[src/hw/clt_params.svh]
// Constants for the tap packer: widths, link positions, buffer depth.
// Assumes inclusion from the package and the design modules only.
`ifndef CLT_PARAMS_SVH
`define CLT_PARAMS_SVH

// Pixel and link widths, buffer depth
`define CLT_TAPS      8
`define CLT_TAP_W     10
`define CLT_PORT_W    8
`define CLT_CH_W      28
`define CLT_POS_W     5
`define CLT_BUF_DEPTH 2

// Serializer input positions of port bits 7..0, five bits per entry
`define CLT_POS_A {5'h05, 5'h1b, 5'h06, 5'h04, 5'h03, 5'h02, 5'h01, 5'h00}
`define CLT_POS_B {5'h0b, 5'h0a, 5'h0e, 5'h0d, 5'h0c, 5'h09, 5'h08, 5'h07}
`define CLT_POS_C {5'h11, 5'h10, 5'h16, 5'h15, 5'h14, 5'h13, 5'h12, 5'h0f}

// Qualifier and spare positions
`define CLT_TX_SPARE 5'h17
`define CLT_TX_LVAL  5'h18
`define CLT_TX_FVAL  5'h19
`define CLT_TX_DVAL  5'h1a

// Power-on configuration
`define CLT_MODE_RESET 2'h0

`endif

[src/hw/clt_pkg.sv]
// Types shared by the tap packer modules.
// Assumes clt_params.svh is on the include path.
`include "clt_params.svh"

package clt_pkg;

  // Tap configurations
  typedef enum logic [1:0] {
    CLT_MODE_BASE   = 2'h0,
    CLT_MODE_MEDIUM = 2'h1,
    CLT_MODE_FULL   = 2'h2
  } clt_mode_t;

  // One pixel-clock word from the image pipeline
  typedef struct packed {
    logic [`CLT_TAPS-1:0][`CLT_TAP_W-1:0] tap;
    logic                                  lval;
    logic                                  fval;
  } clt_pix_t;

  // Serializer input words of the three channel links
  typedef struct packed {
    logic [`CLT_CH_W-1:0] x;
    logic [`CLT_CH_W-1:0] y;
    logic [`CLT_CH_W-1:0] z;
  } clt_link_t;

endpackage : clt_pkg

[src/hw/clt_pair_buf.sv]
// Small flop FIFO with valid/ready on both sides.
// Assumes one clock; out_data comes straight from the storage flops.
`include "clt_params.svh"

module clt_pair_buf #(
  parameter int WIDTH = 8,
  parameter int DEPTH = `CLT_BUF_DEPTH
) (
  // Clock and reset
  input  wire logic             clk,
  input  wire logic             rst,
  // Filling side
  input  wire logic             in_valid,
  output logic                  in_ready,
  input  wire logic [WIDTH-1:0] in_data,
  // Draining side
  output logic                  out_valid,
  input  wire logic             out_ready,
  output logic [WIDTH-1:0]      out_data
);

  localparam int PW = (DEPTH > 1) ? $clog2(DEPTH) : 1;
  localparam int CW = $clog2(DEPTH + 1);

  logic [WIDTH-1:0] mem_q [DEPTH];
  logic [PW-1:0]    wr_ptr_q;
  logic [PW-1:0]    rd_ptr_q;
  logic [CW-1:0]    count_q;
  logic             push;
  logic             pop;

  function automatic logic [PW-1:0] next_ptr(input logic [PW-1:0] p);
    next_ptr = (p == PW'(DEPTH - 1)) ? '0 : p + 1'b1;
  endfunction

  assign in_ready  = (count_q != CW'(DEPTH));
  assign out_valid = (count_q != '0);
  assign out_data  = mem_q[rd_ptr_q];
  assign push      = in_valid && in_ready;
  assign pop       = out_valid && out_ready;

  // Storage
  always_ff @(posedge clk) begin
    if (push) begin
      mem_q[wr_ptr_q] <= in_data;
    end
  end

  // Pointers
  always_ff @(posedge clk or posedge rst) begin
    if (rst) begin
      wr_ptr_q <= '0;
      rd_ptr_q <= '0;
    end else begin
      if (push) begin
        wr_ptr_q <= next_ptr(wr_ptr_q);
      end
      if (pop) begin
        rd_ptr_q <= next_ptr(rd_ptr_q);
      end
    end
  end

  // Fill level
  always_ff @(posedge clk or posedge rst) begin
    if (rst) begin
      count_q <= '0;
    end else if (push && !pop) begin
      count_q <= count_q + 1'b1;
    end else if (pop && !push) begin
      count_q <= count_q - 1'b1;
    end
  end

endmodule // clt_pair_buf

[src/hw/clt_tap_packer.sv]
// Packs parallel pixel taps onto three channel-link serializer words.
// Assumes pixel words on ref_clk; link_clk arrives from outside.
`include "clt_params.svh"

module clt_tap_packer (
  // Clock and reset
  input  wire logic              ref_clk,
  input  wire logic              rst,
  // Configuration
  input  wire clt_pkg::clt_mode_t mode,
  // Pixel stream
  input  wire logic              pix_valid,
  output logic                   pix_ready,
  input  wire clt_pkg::clt_pix_t pix_data,
  // Link
  input  wire logic              link_clk,
  output clt_pkg::clt_link_t     link_word,
  output logic                   link_stb
);

  ////////////////////////////////////////////////////////////////////////////
  // Two-entry buffer in the data path

  logic              buf_valid;
  logic              buf_ready;
  clt_pkg::clt_pix_t buf_data;

  clt_pair_buf #(
    .WIDTH ($bits(clt_pkg::clt_pix_t)),
    .DEPTH (`CLT_BUF_DEPTH)
  ) u_buf (
    .clk       (ref_clk),
    .rst       (rst),
    .in_valid  (pix_valid),
    .in_ready  (pix_ready),
    .in_data   (pix_data),
    .out_valid (buf_valid),
    .out_ready (buf_ready),
    .out_data  (buf_data)
  );

  ////////////////////////////////////////////////////////////////////////////
  // Link clock sampling and edge detection

  logic lc_s1_q;
  logic lc_s2_q;
  logic lc_s3_q;
  logic lc_seen_q;
  logic lc_rise;

  always_ff @(posedge ref_clk or posedge rst) begin
    if (rst) begin
      lc_s1_q <= 1'b0;
      lc_s2_q <= 1'b0;
      lc_s3_q <= 1'b0;
    end else begin
      lc_s1_q <= link_clk;
      lc_s2_q <= lc_s1_q;
      lc_s3_q <= lc_s2_q;
    end
  end

  always_ff @(posedge ref_clk or posedge rst) begin
    if (rst) begin
      lc_seen_q <= 1'b0;
    end else if (lc_s2_q == lc_s3_q) begin
      lc_seen_q <= lc_s2_q;
    end
  end

  assign lc_rise   = (lc_s2_q == lc_s3_q) && lc_s2_q && !lc_seen_q;
  assign buf_ready = lc_rise;

  ////////////////////////////////////////////////////////////////////////////
  // Packing functions

  // Place three ports and the qualifiers on one serializer word
  function automatic logic [`CLT_CH_W-1:0] pack_chan(
    input logic [`CLT_PORT_W-1:0] pa,
    input logic [`CLT_PORT_W-1:0] pb,
    input logic [`CLT_PORT_W-1:0] pc,
    input logic                   lv,
    input logic                   fv
  );
    logic [`CLT_CH_W-1:0]              tx;
    logic [`CLT_PORT_W*`CLT_POS_W-1:0] pos_a;
    logic [`CLT_PORT_W*`CLT_POS_W-1:0] pos_b;
    logic [`CLT_PORT_W*`CLT_POS_W-1:0] pos_c;
    tx    = '0;
    pos_a = `CLT_POS_A;
    pos_b = `CLT_POS_B;
    pos_c = `CLT_POS_C;
    for (int i = 0; i < `CLT_PORT_W; i++) begin
      tx[pos_a[i*`CLT_POS_W +: `CLT_POS_W]] = pa[i];
      tx[pos_b[i*`CLT_POS_W +: `CLT_POS_W]] = pb[i];
      tx[pos_c[i*`CLT_POS_W +: `CLT_POS_W]] = pc[i];
    end
    tx[`CLT_TX_LVAL]  = lv;
    tx[`CLT_TX_FVAL]  = fv;
    tx[`CLT_TX_DVAL]  = lv;
    tx[`CLT_TX_SPARE] = 1'b0;
    pack_chan = tx;
  endfunction

  // Upper two bits of two 10-bit taps share one port
  function automatic logic [`CLT_PORT_W-1:0] pack_msbs(
    input logic [`CLT_TAP_W-1:0] lo_tap,
    input logic [`CLT_TAP_W-1:0] hi_tap
  );
    pack_msbs = {2'h0, hi_tap[9:8], 2'h0, lo_tap[9:8]};
  endfunction

  ////////////////////////////////////////////////////////////////////////////
  // Configuration held from frame start until an idle or frame-end link word

  clt_pkg::clt_mode_t mode_q;
  clt_pkg::clt_mode_t mode_sel;
  logic               in_frame;

  assign in_frame = link_word.x[`CLT_TX_FVAL];
  assign mode_sel = in_frame ? mode_q : mode;

  always_ff @(posedge ref_clk or posedge rst) begin
    if (rst) begin
      mode_q <= clt_pkg::clt_mode_t'(`CLT_MODE_RESET);
    end else if (lc_rise && !in_frame) begin
      mode_q <= mode;
    end
  end

  ////////////////////////////////////////////////////////////////////////////
  // Word assembly

  clt_pkg::clt_link_t word_d;

  always_comb begin
    word_d = '0;
    case (mode_sel)
      clt_pkg::CLT_MODE_BASE: begin
        word_d.x = pack_chan(buf_data.tap[0][7:0],
                             pack_msbs(buf_data.tap[0], buf_data.tap[1]),
                             buf_data.tap[1][7:0],
                             buf_data.lval, buf_data.fval);
      end
      clt_pkg::CLT_MODE_MEDIUM: begin
        word_d.x = pack_chan(buf_data.tap[0][7:0],
                             pack_msbs(buf_data.tap[0], buf_data.tap[1]),
                             buf_data.tap[1][7:0],
                             buf_data.lval, buf_data.fval);
        word_d.y = pack_chan(buf_data.tap[3][7:0],
                             buf_data.tap[2][7:0],
                             pack_msbs(buf_data.tap[2], buf_data.tap[3]),
                             buf_data.lval, buf_data.fval);
      end
      clt_pkg::CLT_MODE_FULL: begin
        word_d.x = pack_chan(buf_data.tap[0][7:0], buf_data.tap[1][7:0],
                             buf_data.tap[2][7:0],
                             buf_data.lval, buf_data.fval);
        word_d.y = pack_chan(buf_data.tap[3][7:0], buf_data.tap[4][7:0],
                             buf_data.tap[5][7:0],
                             buf_data.lval, buf_data.fval);
        word_d.z = pack_chan(buf_data.tap[6][7:0], buf_data.tap[7][7:0],
                             8'h00, buf_data.lval, buf_data.fval);
      end
      default: begin
        word_d = '0;
      end
    endcase
  end

  ////////////////////////////////////////////////////////////////////////////
  // Output word, loaded on each link clock rise

  always_ff @(posedge ref_clk or posedge rst) begin
    if (rst) begin
      link_word <= '0;
    end else if (lc_rise) begin
      link_word <= buf_valid ? word_d : '0;
    end
  end

  always_ff @(posedge ref_clk or posedge rst) begin
    if (rst) begin
      link_stb <= 1'b0;
    end else begin
      link_stb <= lc_rise;
    end
  end
endmodule // clt_tap_packer

[config.mk]
export PLATFORM = sky130hd
export DESIGN_NAME = clt_tap_packer
export DESIGN_NICKNAME = d
export VERILOG_FILES = /design/src/hw/clt_pkg.sv /design/src/hw/clt_pair_buf.sv /design/src/hw/clt_tap_packer.sv
export VERILOG_INCLUDE_DIRS = /design/src /design/src/hw
export SDC_FILE = /design/constraint.sdc
export NUM_CORES = 1
export LEC_CHECK = 0
export ABC_AREA = 0
export ABC_CLOCK_PERIOD_IN_PS = 13500
export BUFFER_PORTS_ARGS = -buffer_cell sky130_fd_sc_hd__buf_2
export CAP_MARGIN = 20
export CORE_UTILIZATION = 35
export DETAILED_ROUTE_END_ITERATION = 16
export GPL_ROUTABILITY_DRIVEN = 0
export MAX_ROUTING_LAYER = met4
export PLACE_DENSITY_LB_ADDON = 0.25
export SLEW_MARGIN = 10
export SYNTH_ARGS = -nofsm -noshare
export SYNTH_HDL_FRONTEND = slang
export SYNTH_SLANG_ARGS = --single-unit
[constraint.sdc]
create_clock -name ref_clk -period 13.5 [get_ports ref_clk]
set_clock_uncertainty 0.05 [all_clocks]
set_input_delay 0.675 -clock ref_clk [delete_from_list [all_inputs] [get_ports ref_clk]]
set_output_delay 0.675 -clock ref_clk [all_outputs]
set_load 0.02 [all_outputs]
## Yosys cells after proc, flatten, opt, wreduce, memory -nomap -nowiden

Memory sizes are Yosys's and may differ from the RTL's.
Cells that the tools add are included.

- Bits in registers: 95
- Memory bits (writable): 164
- Bits of input ports: 88
- Output and inout bits: 86
- Logic and storage cells: 47
- Memories kept: 1

Memories:

| memory | words | width | rd ports | clocked after memory_dff | wr ports | line | source |
|---|---|---|---|---|---|---|---|
| u_buf.mem_q | 2 | 82 | 1 | 0 | 1 | clt_pair_buf.sv:25 | `logic [WIDTH-1:0] mem_q [DEPTH];` |

- Add/subtract/negate cells: 4
- Eq/ne operators: 4
- Muxes and demuxes: 11
- Reduce and logical (&&, ||, !) cells: 15

Operators by type and width:

| kind | number |
|---|---|
| 28-bit case mux with 2 select lines | 2 |
| 84-bit 2-to-1 mux | 1 |
| 28-bit 2-to-1 mux | 1 |
| 1-bit logical AND | 7 |
| 2-bit 2-to-1 mux | 3 |
| 1-bit zero test | 4 |
| 1-bit 2-to-1 mux | 4 |
| 2-bit nonzero test | 2 |
| 1-bit adder, second input constant | 2 |
| 2-bit by 1-bit adder with 2-bit output, second input constant | 1 |
| 2-bit by 1-bit == test with 1-bit output, second input constant | 1 |
| 2-bit == test, second input constant | 1 |
| 2-bit zero test | 1 |
| 2-bit inequality test, second input constant | 1 |
| 2-bit OR reduction | 1 |
| 2-bit by 1-bit subtractor with 2-bit output, second input constant | 1 |
| 1-bit == test | 1 |

## Depth between registers and ports, before layout

Gate-level depths: netlist of the first run.

- Depth in word-level cells: 7
- Mapped depth: 9
- Mapped depth without buffers: 8

## By module

Synthesis of the first run repeated with hierarchy kept, for this count alone.

- Cells, all modules: 524
- Area, all modules: 9580.4 um^2

By module, submodules not included:

| module | times used | cells each | area an instance (um^2) |
|---|---|---|---|
| clt_pair_buf | 1 | 274 | 6465.0 |
| clt_tap_packer | 1 | 250 | 3115.5 |

## Worst setup path before layout of the first run

OpenSTA, ideal clock, no wires.

- Path type: register to register
- Start point: reg u_buf.count_q[0]
- End point: mem u_buf.mem_q[0][0] in the netlist's numbering, enable pin
- Library setup time: 0.507 ns
- Arrival time: 3.907 ns
- Required time: 12.943 ns
- Path slack: 9.036 ns
- Cell stages (with the launch flop): 4
- Buffers on the path: 0
- Clock period less this slack: 4.464 ns
- Cell sequence: dfrtp_1 > nand2b_1 > nand2_1 > nor2_1

- Word-level cells in the longest chain between the ends: 4

Ends and longest elaborated chain:

| item | line | source |
|---|---|---|
| start: declaration | clt_pair_buf.sv:28 | `logic [CW-1:0] count_q;` |
| start signal: assignment | clt_pair_buf.sv:69 | `count_q <= count_q + 1'b1;` |
| start signal: assignment | clt_pair_buf.sv:71 | `count_q <= count_q - 1'b1;` |
| 2-bit inequality test | clt_pair_buf.sv:36 | `assign in_ready = (count_q != CW'(DEPTH));` |
| net pix_ready | clt_tap_packer.sv:13 | `output logic pix_ready,` |
| 1-bit logical AND | clt_pair_buf.sv:39 | `assign push = in_valid && in_ready;` |
| 1-bit 2-to-1 mux | clt_pair_buf.sv:44 | `if (push) begin` |
| 1-bit 2-to-1 mux (not written as such) | clt_pair_buf.sv:45 | `mem_q[wr_ptr_q] <= in_data;` |
| end: declaration | clt_pair_buf.sv:25 |  |

The timed path passes the listed nets, and every way through them passes these cells.

## Final worst setup path of the first run

- Start point: reg link_word[81] in the netlist's numbering
- End point: reg link_word[8] in the netlist's numbering

- Word-level cells in the longest chain between the ends: 4

Ends and longest elaborated chain:

| item | line | source |
|---|---|---|
| start: declaration | clt_tap_packer.sv:17 | `output clt_pkg::clt_link_t link_word,` |
| start signal: assignment | clt_tap_packer.sv:178 | `link_word <= buf_valid ? word_d : '0;` |
| 2-bit 2-to-1 mux | clt_tap_packer.sv:121 | `assign mode_sel = in_frame ? mode_q : mode;` |
| 2-bit == test | clt_tap_packer.sv:138 | `case (mode_sel)` |
| 28-bit 2-to-1 mux | clt_tap_packer.sv:138 |  |
| 84-bit 2-to-1 mux | clt_tap_packer.sv:178 |  |

Every way passes these cells.
A chain may end at the register's enable or synchronous reset.

==> summary.md, run 1 <==
| Metric | Value |
|---|---|
| Vias in the first global route | around 5100 |
| Yosys cell types | 31 |
| Sw Ratio | about a third |
| Full die area | between 20000 and 30000 µm² |
| Fill cells | around 2200 |
| DR WL/cell | approximately 18 µm |
| Root Buffer Master | clkbuf_16 |
| Hold_buf cts | 0 |
| M1 GR Usage | 18.3% |
| Most common cell in the netlist | edfxtp_1 |
| Die Y | between 150 and 200 µm |
| #FFs+latches synth | roughly 230 |
| Clk_lat worst skew | approximately 500 ps |
| PnR worst setup slack | between 10000 and 15000 ps |
| Max VDD drop | 0.124 mV |
| Final worst path period share | between 20% and 30% |
| Row Count | between 50 and 60 |
| Met3 GRT Util | 2.97% |
| Hold Vio Cnt, Final | 0 |
| Total power | ~2.4 mW |
| Fin util | a little over two fifths |
| HP Class | in -> async |
| Input/output buffers | about 150 |
| Final Max Tran Viols | 0 |
| Largest cells by area after synthesis | edfxtp_1 51%, dfrtp_1 23%, mux2_2 5.1%, mux2i_1 4.5%, nand2_1 2.9% |
| Pleak | 4.38 nW |
| Yosys warnings | 0 |
| Internal | ~1.6 mW |
| Vias per cell | between 4 and 5 |
| Syn avg cell area | roughly 16 µm² |
| Synthesized area | between 8000 and 9000 µm² |
| Grt total ovfl | 0 |
| Drt drc | 0 |
| Crit Path Max Fanout | 28 |
| Seq pwr share | 44.6% |
| Clock buffer depth | 3 |
| Number of synthesized flops with an enable pin | 148 |
| Post-DP HPWL | roughly 12000 µm |
| Worst hold slack | ~150 ps |
| Crit start category | flop |
| Max-slew headroom | 37.3% |
| DRT antenna net count | 0 |
| CTS sink cnt | between 200 and 250 |
| Top_reg_cell synth | edfxtp_1 |
| # setup viols final | 0 |
| # resized after CTS | 0 |
| RSZ-0062 raised after global routing | false |
| Die X | ~160 µm |
| Crit end category | flop |
| Area Overhead vs Synth | 21.6% |
| Initial DRC count | about 230 |
| Clock power frac | between 20% and 30% |
| Max Clk Rate | roughly 0.34 GHz |
| Worst path required time | roughly 14000 ps |
| Slew @ Worst Pin | approximately 940 ps |
| Comb pwr share | 26.8% |
| Routed vias | 4910 |
| Number of max-cap violations | 0 |
| Starting Density | between 30% and 40% |
| Largest net degree at the start of global routing | 75 |
| Total GRT Usage | between 10% and 20% |
| Tmin final | 2930 ps |
| Sequential share of the synthesized area | between 70 and 80% |
| TritonRoute pass-1 iters | 4 |
| CTS Buf Count | 25 |
| Kind of critical path | reg -> reg |
| DRT Wirelength | 18500 µm |
| Placeable Area | approximately 24000 µm² |
| Mapped Cells | ~540 |
| Area leader, netlist | edfxtp_1 |
| Switching power | ~0.75 mW |
| First-pass GRT wire length | between 20000 and 30000 µm |
| CTS tree | done |
| Initial antenna violation count | 3 |
| Ports | roughly 170 |
| Crit path arrival time | 3230 ps |
| H-tree depth | 1 |
| CTS clk-pin slew, worst paths | 60 ps |
| Setup TNS | 0 ps |
| GRT busiest layer | met2 |
| Layout cells sized above 1 | about a third |
| Power Density | around 220 nW/µm² |
| Synth cell count leaders | 148 x edfxtp_1, 81 x dfrtp_1, 68 x nand2_1 |
| Met2 GRT Util | about a quarter |
| Status | finished clean |
| Final nets | between 700 and 800 |
| Ys async rst share | between 30% and 40% |
| Post-synth top area share | 51.3% |
| Post-CTS Setup Bufs | 0 |
| Setup WS pre-CTS | between 10000 and 15000 ps |
==> logic make-up (layout without fill, tap and decap cells) <==
logic type,count (synthesis),after routing,synth area share [%]
flip-flops,229,229,74.7
AO/OA/AOI/OAI,95,95,6.78
AND/OR/NAND/NOR,82,82,3.99
multiplexers,79,79,9.84
buffers and inverters,46,211,3.40
adder cells (fa/ha/maj),5,5,0.722
XOR/XNOR,5,5,0.506
other,1,14,0.0433
==> final timing paths <==
check                                           from                         end  slack [ps]  depth (start not counted)
min in group ref_clk                        link_clk           lc_s1_q$_DFF_PP0_         230                          1
hold / removal                                   rst   link_word[13]$_DFFE_PP0N_         150                          2
setup reg to reg           link_word[81]$_DFFE_PP0N_    link_word[8]$_DFFE_PP0N_       10570                          6
hold reg to reg                    lc_s1_q$_DFF_PP0_           lc_s2_q$_DFF_PP0_         300                          0
setup / recovery           link_word[81]$_DFFE_PP0N_    link_word[8]$_DFFE_PP0N_       10570                          6
max in group asynchronous                        rst  u_buf.rd_ptr_q$_DFFE_PP0P_       12170                          3
==> sequential cells by signal, indices dropped and copies added, names as in the netlist <==
register / count
u_buf.mem_q: 148
link_word: 70
mode_q: 2
u_buf.count_q: 2
lc_s1_q: 1
lc_s2_q: 1
lc_s3_q: 1
lc_seen_q: 1
link_stb: 1
u_buf.rd_ptr_q: 1
u_buf.wr_ptr_q: 1
==> stage by stage <==
step	std cells	area, µm²
final	1044	10500
after global routing	1044	10500
after CTS	1040	10500
after detailed placement	995	9680
after global placement	994	9650
after floorplan	552	8700
==> routing by layer <==
| layer | routed length [µm] | vias up |
|---|---|---|
| li1 | - | 2303 |
| met1 | 7860 | 2443 |
| met3 | 876 | 33 |
| met5 | 0 | - |
| met2 | 9340 | 131 |
| met4 | 444 | 0 |
==> placed cells by master, fill, tap and decap left out, types with 2 or more instances in the layout <==
master,synthesis,layout
buf_16,0,2
edfxtp_1,148,148
ha_1,5,5
xor2_1,2,2
nand3_1,2,2
inv_1,5,4
a32o_1,4,4
buf_2,4,154
buf_4,18,4
nor2_1,5,4
inv_4,0,2
o21ai_1,20,20
nand2_1,68,68
bufinv_16,0,3
clkbuf_8,0,2
mux2_2,39,39
mux2i_1,39,39
clkinv_2,1,6
dfrtp_1,81,80
diode_2,0,3
o21ai_0,42,42
clkbuf_16,0,25
clkbuf_1,10,6
xnor2_1,3,3
conb_1,1,11
a22oi_1,24,24
o31ai_1,4,4
==> power groups by stage <==
stage | Clock (mW) | Combinational, mW | Sequential, mW
2_1_floorplan | 0 | 0.368 | 1.14
3_3_place_gp | 0 | 0.617 | 1.06
3_5_place_dp | 0 | 0.635 | 1.07
4_1_cts | 0.694 | 0.637 | 1.06
5_1_grt | 0.722 | 0.685 | 1.07
6_report | 0.675 | 0.631 | 1.05
==> worst max-delay path: stages (launching register included) <==
cell	delay, ps
dfrtp_1	490
mux2i_4	670
inv_1	150
ha_1	230
buf_4	240
nand3_1	690
o21ai_0	230
==> final cells by class <==
| class | instances | area, µm² | share of cell area [%] |
|---|---|---|---|
| clock inverter | 12 | 143 | 1.35 |
| sequential | 229 | 6470 | 61.5 |
| timing repair buffer | 160 | 856 | 8.13 |
| antenna | 3 | 7.51 | 0.0713 |
| inverter | 6 | 26.3 | 0.249 |
| clock buffer | 33 | 676 | 6.41 |
| tap | 324 | 405 | 3.85 |
| multi-input combinational | 277 | 1940 | 18.5 |
Note: power is estimated with default switching activity, not from simulation.
==> run 2: changes to the inputs <==
ABC_CLOCK_PERIOD_IN_PS = 2900   (was 13500)
clock period = 2.9 ns   (was 13.5 ns; I/O delays follow)
==> run 2 against run 1 <==
  * Via count up 6.4%
  * Die area unchanged
  * Clock-buffer cell count up 5
  * Highest routed layer unchanged
  * Setup slack worse by 10000 ps
  * Sequential share of layout area down 4.0 points
  * Worst hold slack better by 87 ps
  * Critical path type unchanged
  * Combinational power rose to 4.8 times the previous value
  * Sequential power rose to 4.7 times the previous value
  * Wire length up 3.6%
  * Register-to-register slack worse by 10000 ps
  * Final area up 7.0%
  * Clock power rose to 4.3 times the previous value
==> summary.md, run 2 (synthesis results as in run 1) <==
| Metric | Value |
|---|---|
| Status | finished clean (unchanged) |
| Multi-input gate area | 1940 µm² (unchanged) |
| First-pass GRT wire length | 30400 µm (was 28700 µm) |
| Crit path arrival time | 2730 ps (was 3230 ps) |
| RR Endpoint | link_word[75]$_DFFE_PP0N_ (was link_word[8]$_DFFE_PP0N_) |
| H-tree depth | 1 (unchanged) |
| Worst hold slack | 240 ps (was 153 ps) |
| # resized after CTS | 0 (unchanged) |
| Max-slew headroom | 41.4% (was 37.3%) |
| Post-DP HPWL | 11900 µm (was 11500 µm) |
| Inserted Diodes | 0 (was 3) |
| Clk_lat worst skew | 510 ps (about the same) |
| Final std cell area, no fill | 11300 µm² (was 10500 µm²) |
| TritonRoute pass-1 iters | 6 (was 4) |
| Layout cells sized above 1 | 31.2% (was 34.6%) |
| Grt total ovfl | 0 (unchanged) |
| CTS Buf Count | 25 (unchanged) |
| Routed vias | 5222 (was 4910) |
| Input/output buffers | 154 (unchanged) |
| Slew @ Worst Pin | 878 ps (was 938 ps) |
| Crit Path Max Fanout | 14 (was 28) |
| DR WL/cell | 17.0 µm (was 17.7 µm) |
| Sequential Area | 6470 µm² (unchanged) |
| Top reg by flops | u_buf.mem_q (unchanged) |
| Die X | 159 µm (unchanged) |
| Max VDD drop | 0.406 mV (was 0.124 mV) |
| R2R Path Start | link_word[81]$_DFFE_PP0N_ (unchanged) |
| Clock buffer depth | 3 (unchanged) |
| Power Density | 960 nW/µm² (was 224 nW/µm²) |
| Root Buffer Master | clkbuf_16 (unchanged) |
| Crit start category | flop (unchanged) |
| Max Clk Rate | 0.421 GHz (was 0.341 GHz) |
| CTS tree | done (unchanged) |
| Final nets | 876 (was 792) |
| Post-CTS Setup Bufs | 0 (unchanged) |
| Crit end category | flop (unchanged) |
| M1 GR Usage | 19.2% (was 18.3%) |
| Top cell by count, worst path | inv_1 |
| CTS clk-pin slew, worst paths | 60 ps (about the same) |
| Cell depth of the worst setup path | 7 (was 6) |
| Number of max-cap violations | 0 (unchanged) |
| Kind of critical path | reg -> reg (unchanged) |
| Largest regs | u_buf.mem_q x148, link_word x70 (unchanged) |
| Most frequent cells in the layout | 154 x buf_2, 148 x edfxtp_1, 80 x dfrtp_1 (unchanged) |
| Total GRT Usage | 15.7% (was 15.0%) |
| Max reg flops | 148 (unchanged) |
| Vias per cell | 4.64 (was 4.70) |
| CP cell instances | mux2i_4 -> buf_4 -> inv_1 -> ha_1 -> inv_1 -> nand3_1 -> o21ai_0 (was mux2i_4 -> inv_1 -> ha_1 -> buf_4 -> nand3_1 -> o21ai_0) |
| Placeable Area | 24300 µm² (unchanged) |
| Initial antenna violation count | 0 (was 3) |
| Fill cells | 2196 (was 2212) |
| Final worst path period share | 81.9% (was 21.7%) |
| HP Class | in -> reg (was in -> async) |
| CP top delay family | buffers and inverters (was simple AND/OR/NAND/NOR gates) |
| Area Overhead vs Synth | 30.2% (was 21.6%) |
| DRT Wirelength | 19200 µm (was 18500 µm) |
| # setup viols final | 0 (unchanged) |
| CP max stage delay | 480 ps (was 690 ps) |
| Hold_buf cts | 79 (was 0) |
| Full die area | 25400 µm² (unchanged) |
| Row Count | 57 (unchanged) |
| Hold Vio Cnt, Final | 0 (unchanged) |
| Setup TNS | 0 ps (unchanged) |
| Final Max Tran Viols | 0 (unchanged) |
| Starting Density | 35.6% (unchanged) |
| RSZ-0062 raised after global routing | false (unchanged) |
| DRT antenna net count | 0 (unchanged) |
| FF-to-FF setup slack | 530 ps (was 10570 ps) |
| Largest net degree at the start of global routing | 66 (was 75) |
| Launch point of the critical path | link_word[81]$_DFFE_PP0N_ (unchanged) |
| Worst setup endpoint | link_word[75]$_DFFE_PP0N_ (was link_word[8]$_DFFE_PP0N_) |
| Ports | 174 (unchanged) |
| Area after DPL | 9730 µm² (was 9680 µm²) |
| Tmin final | 2370 ps (was 2930 ps) |
| Initial DRC count | 232 (was 227) |
| Met3 GRT Util | 2.76% (was 2.97%) |
| Pleak | 4.69 nW (was 4.38 nW) |
| GRT busiest layer | met2 (unchanged) |
| Slowest-stage cell, CP | dfrtp_1 (was nand3_1) |
| Die Y | 159 µm (unchanged) |
| Worst path required time | 3260 ps (was 13800 ps) |
| Vias in the first global route | 5700 (was 5061) |
| Drt drc | 0 (unchanged) |
| CTS sink cnt | 229 (unchanged) |
| Commonest non-fill, non-tap cell in the layout | buf_2 (unchanged) |
| CP bufs+invs | 3 (was 2) |
| Met2 GRT Util | 26.8% (was 24.9%) |
| R2R cell count | 7 (was 6) |
==> run 2: cell types whose count changed in the layout (fill, tap and decap cells not counted) <==
cell,before,now
dlygate4sd3_1,0,79
buf_4,4,9
clkbuf_1,6,10
bufinv_16,3,0
diode_2,3,0
buf_12,0,2
buf_16,2,0
clkbuf_8,2,3
inv_4,2,1
==> run 2: worst min path at each step <==
stage	from	to	slack, ps	cells after the start
floorplan	link_clk	lc_s1_q$_DFF_PP0_	130	0
global placement	link_clk	lc_s1_q$_DFF_PP0_	220	1
detailed placement	link_clk	lc_s1_q$_DFF_PP0_	210	1
CTS	link_clk	lc_s1_q$_DFF_PP0_	210	2
global route	link_clk	lc_s1_q$_DFF_PP0_	240	2
finish	link_clk	lc_s1_q$_DFF_PP0_	240	2
==> run 2: power by group <==
group / total, mW / internal, mW / switching, mW
combinational: 3.03 / 1.19 / 1.84
clock: 2.89 / 1.68 / 1.21
sequential: 4.91 / 4.45 / 0.458
==> run 2: stage by stage <==
step	setup slack, ps	utilization, %	instances	power, mW
after global placement	621	40.0	1001	7.88
final	525	46.3	1126	10.8
after detailed placement	491	40.0	1001	7.97
after CTS	484	46.3	1126	11.0
after global routing	237	46.3	1126	11.4
after floorplan	486	-	552	7.01
==> run 2: final cells by class <==
| cell class | count | share of cell area (%) |
|---|---|---|
| Sequential cell | 229 | 57.4 |
| Multi-Input combinational cell | 277 | 17.3 |
| Timing Repair Buffer | 244 | 14.8 |
| Clock buffer | 38 | 6.25 |
| Tap cell | 324 | 3.60 |
| Clock inverter | 8 | 0.411 |
| Inverter | 6 | 0.233 |
==> run 2: per-layer routing <==
metal	part of all wire (%)	wire length (µm)
met5	0	0
met4	1.3	259
met3	4.7	902
met2	51	9830
met1	43	8200
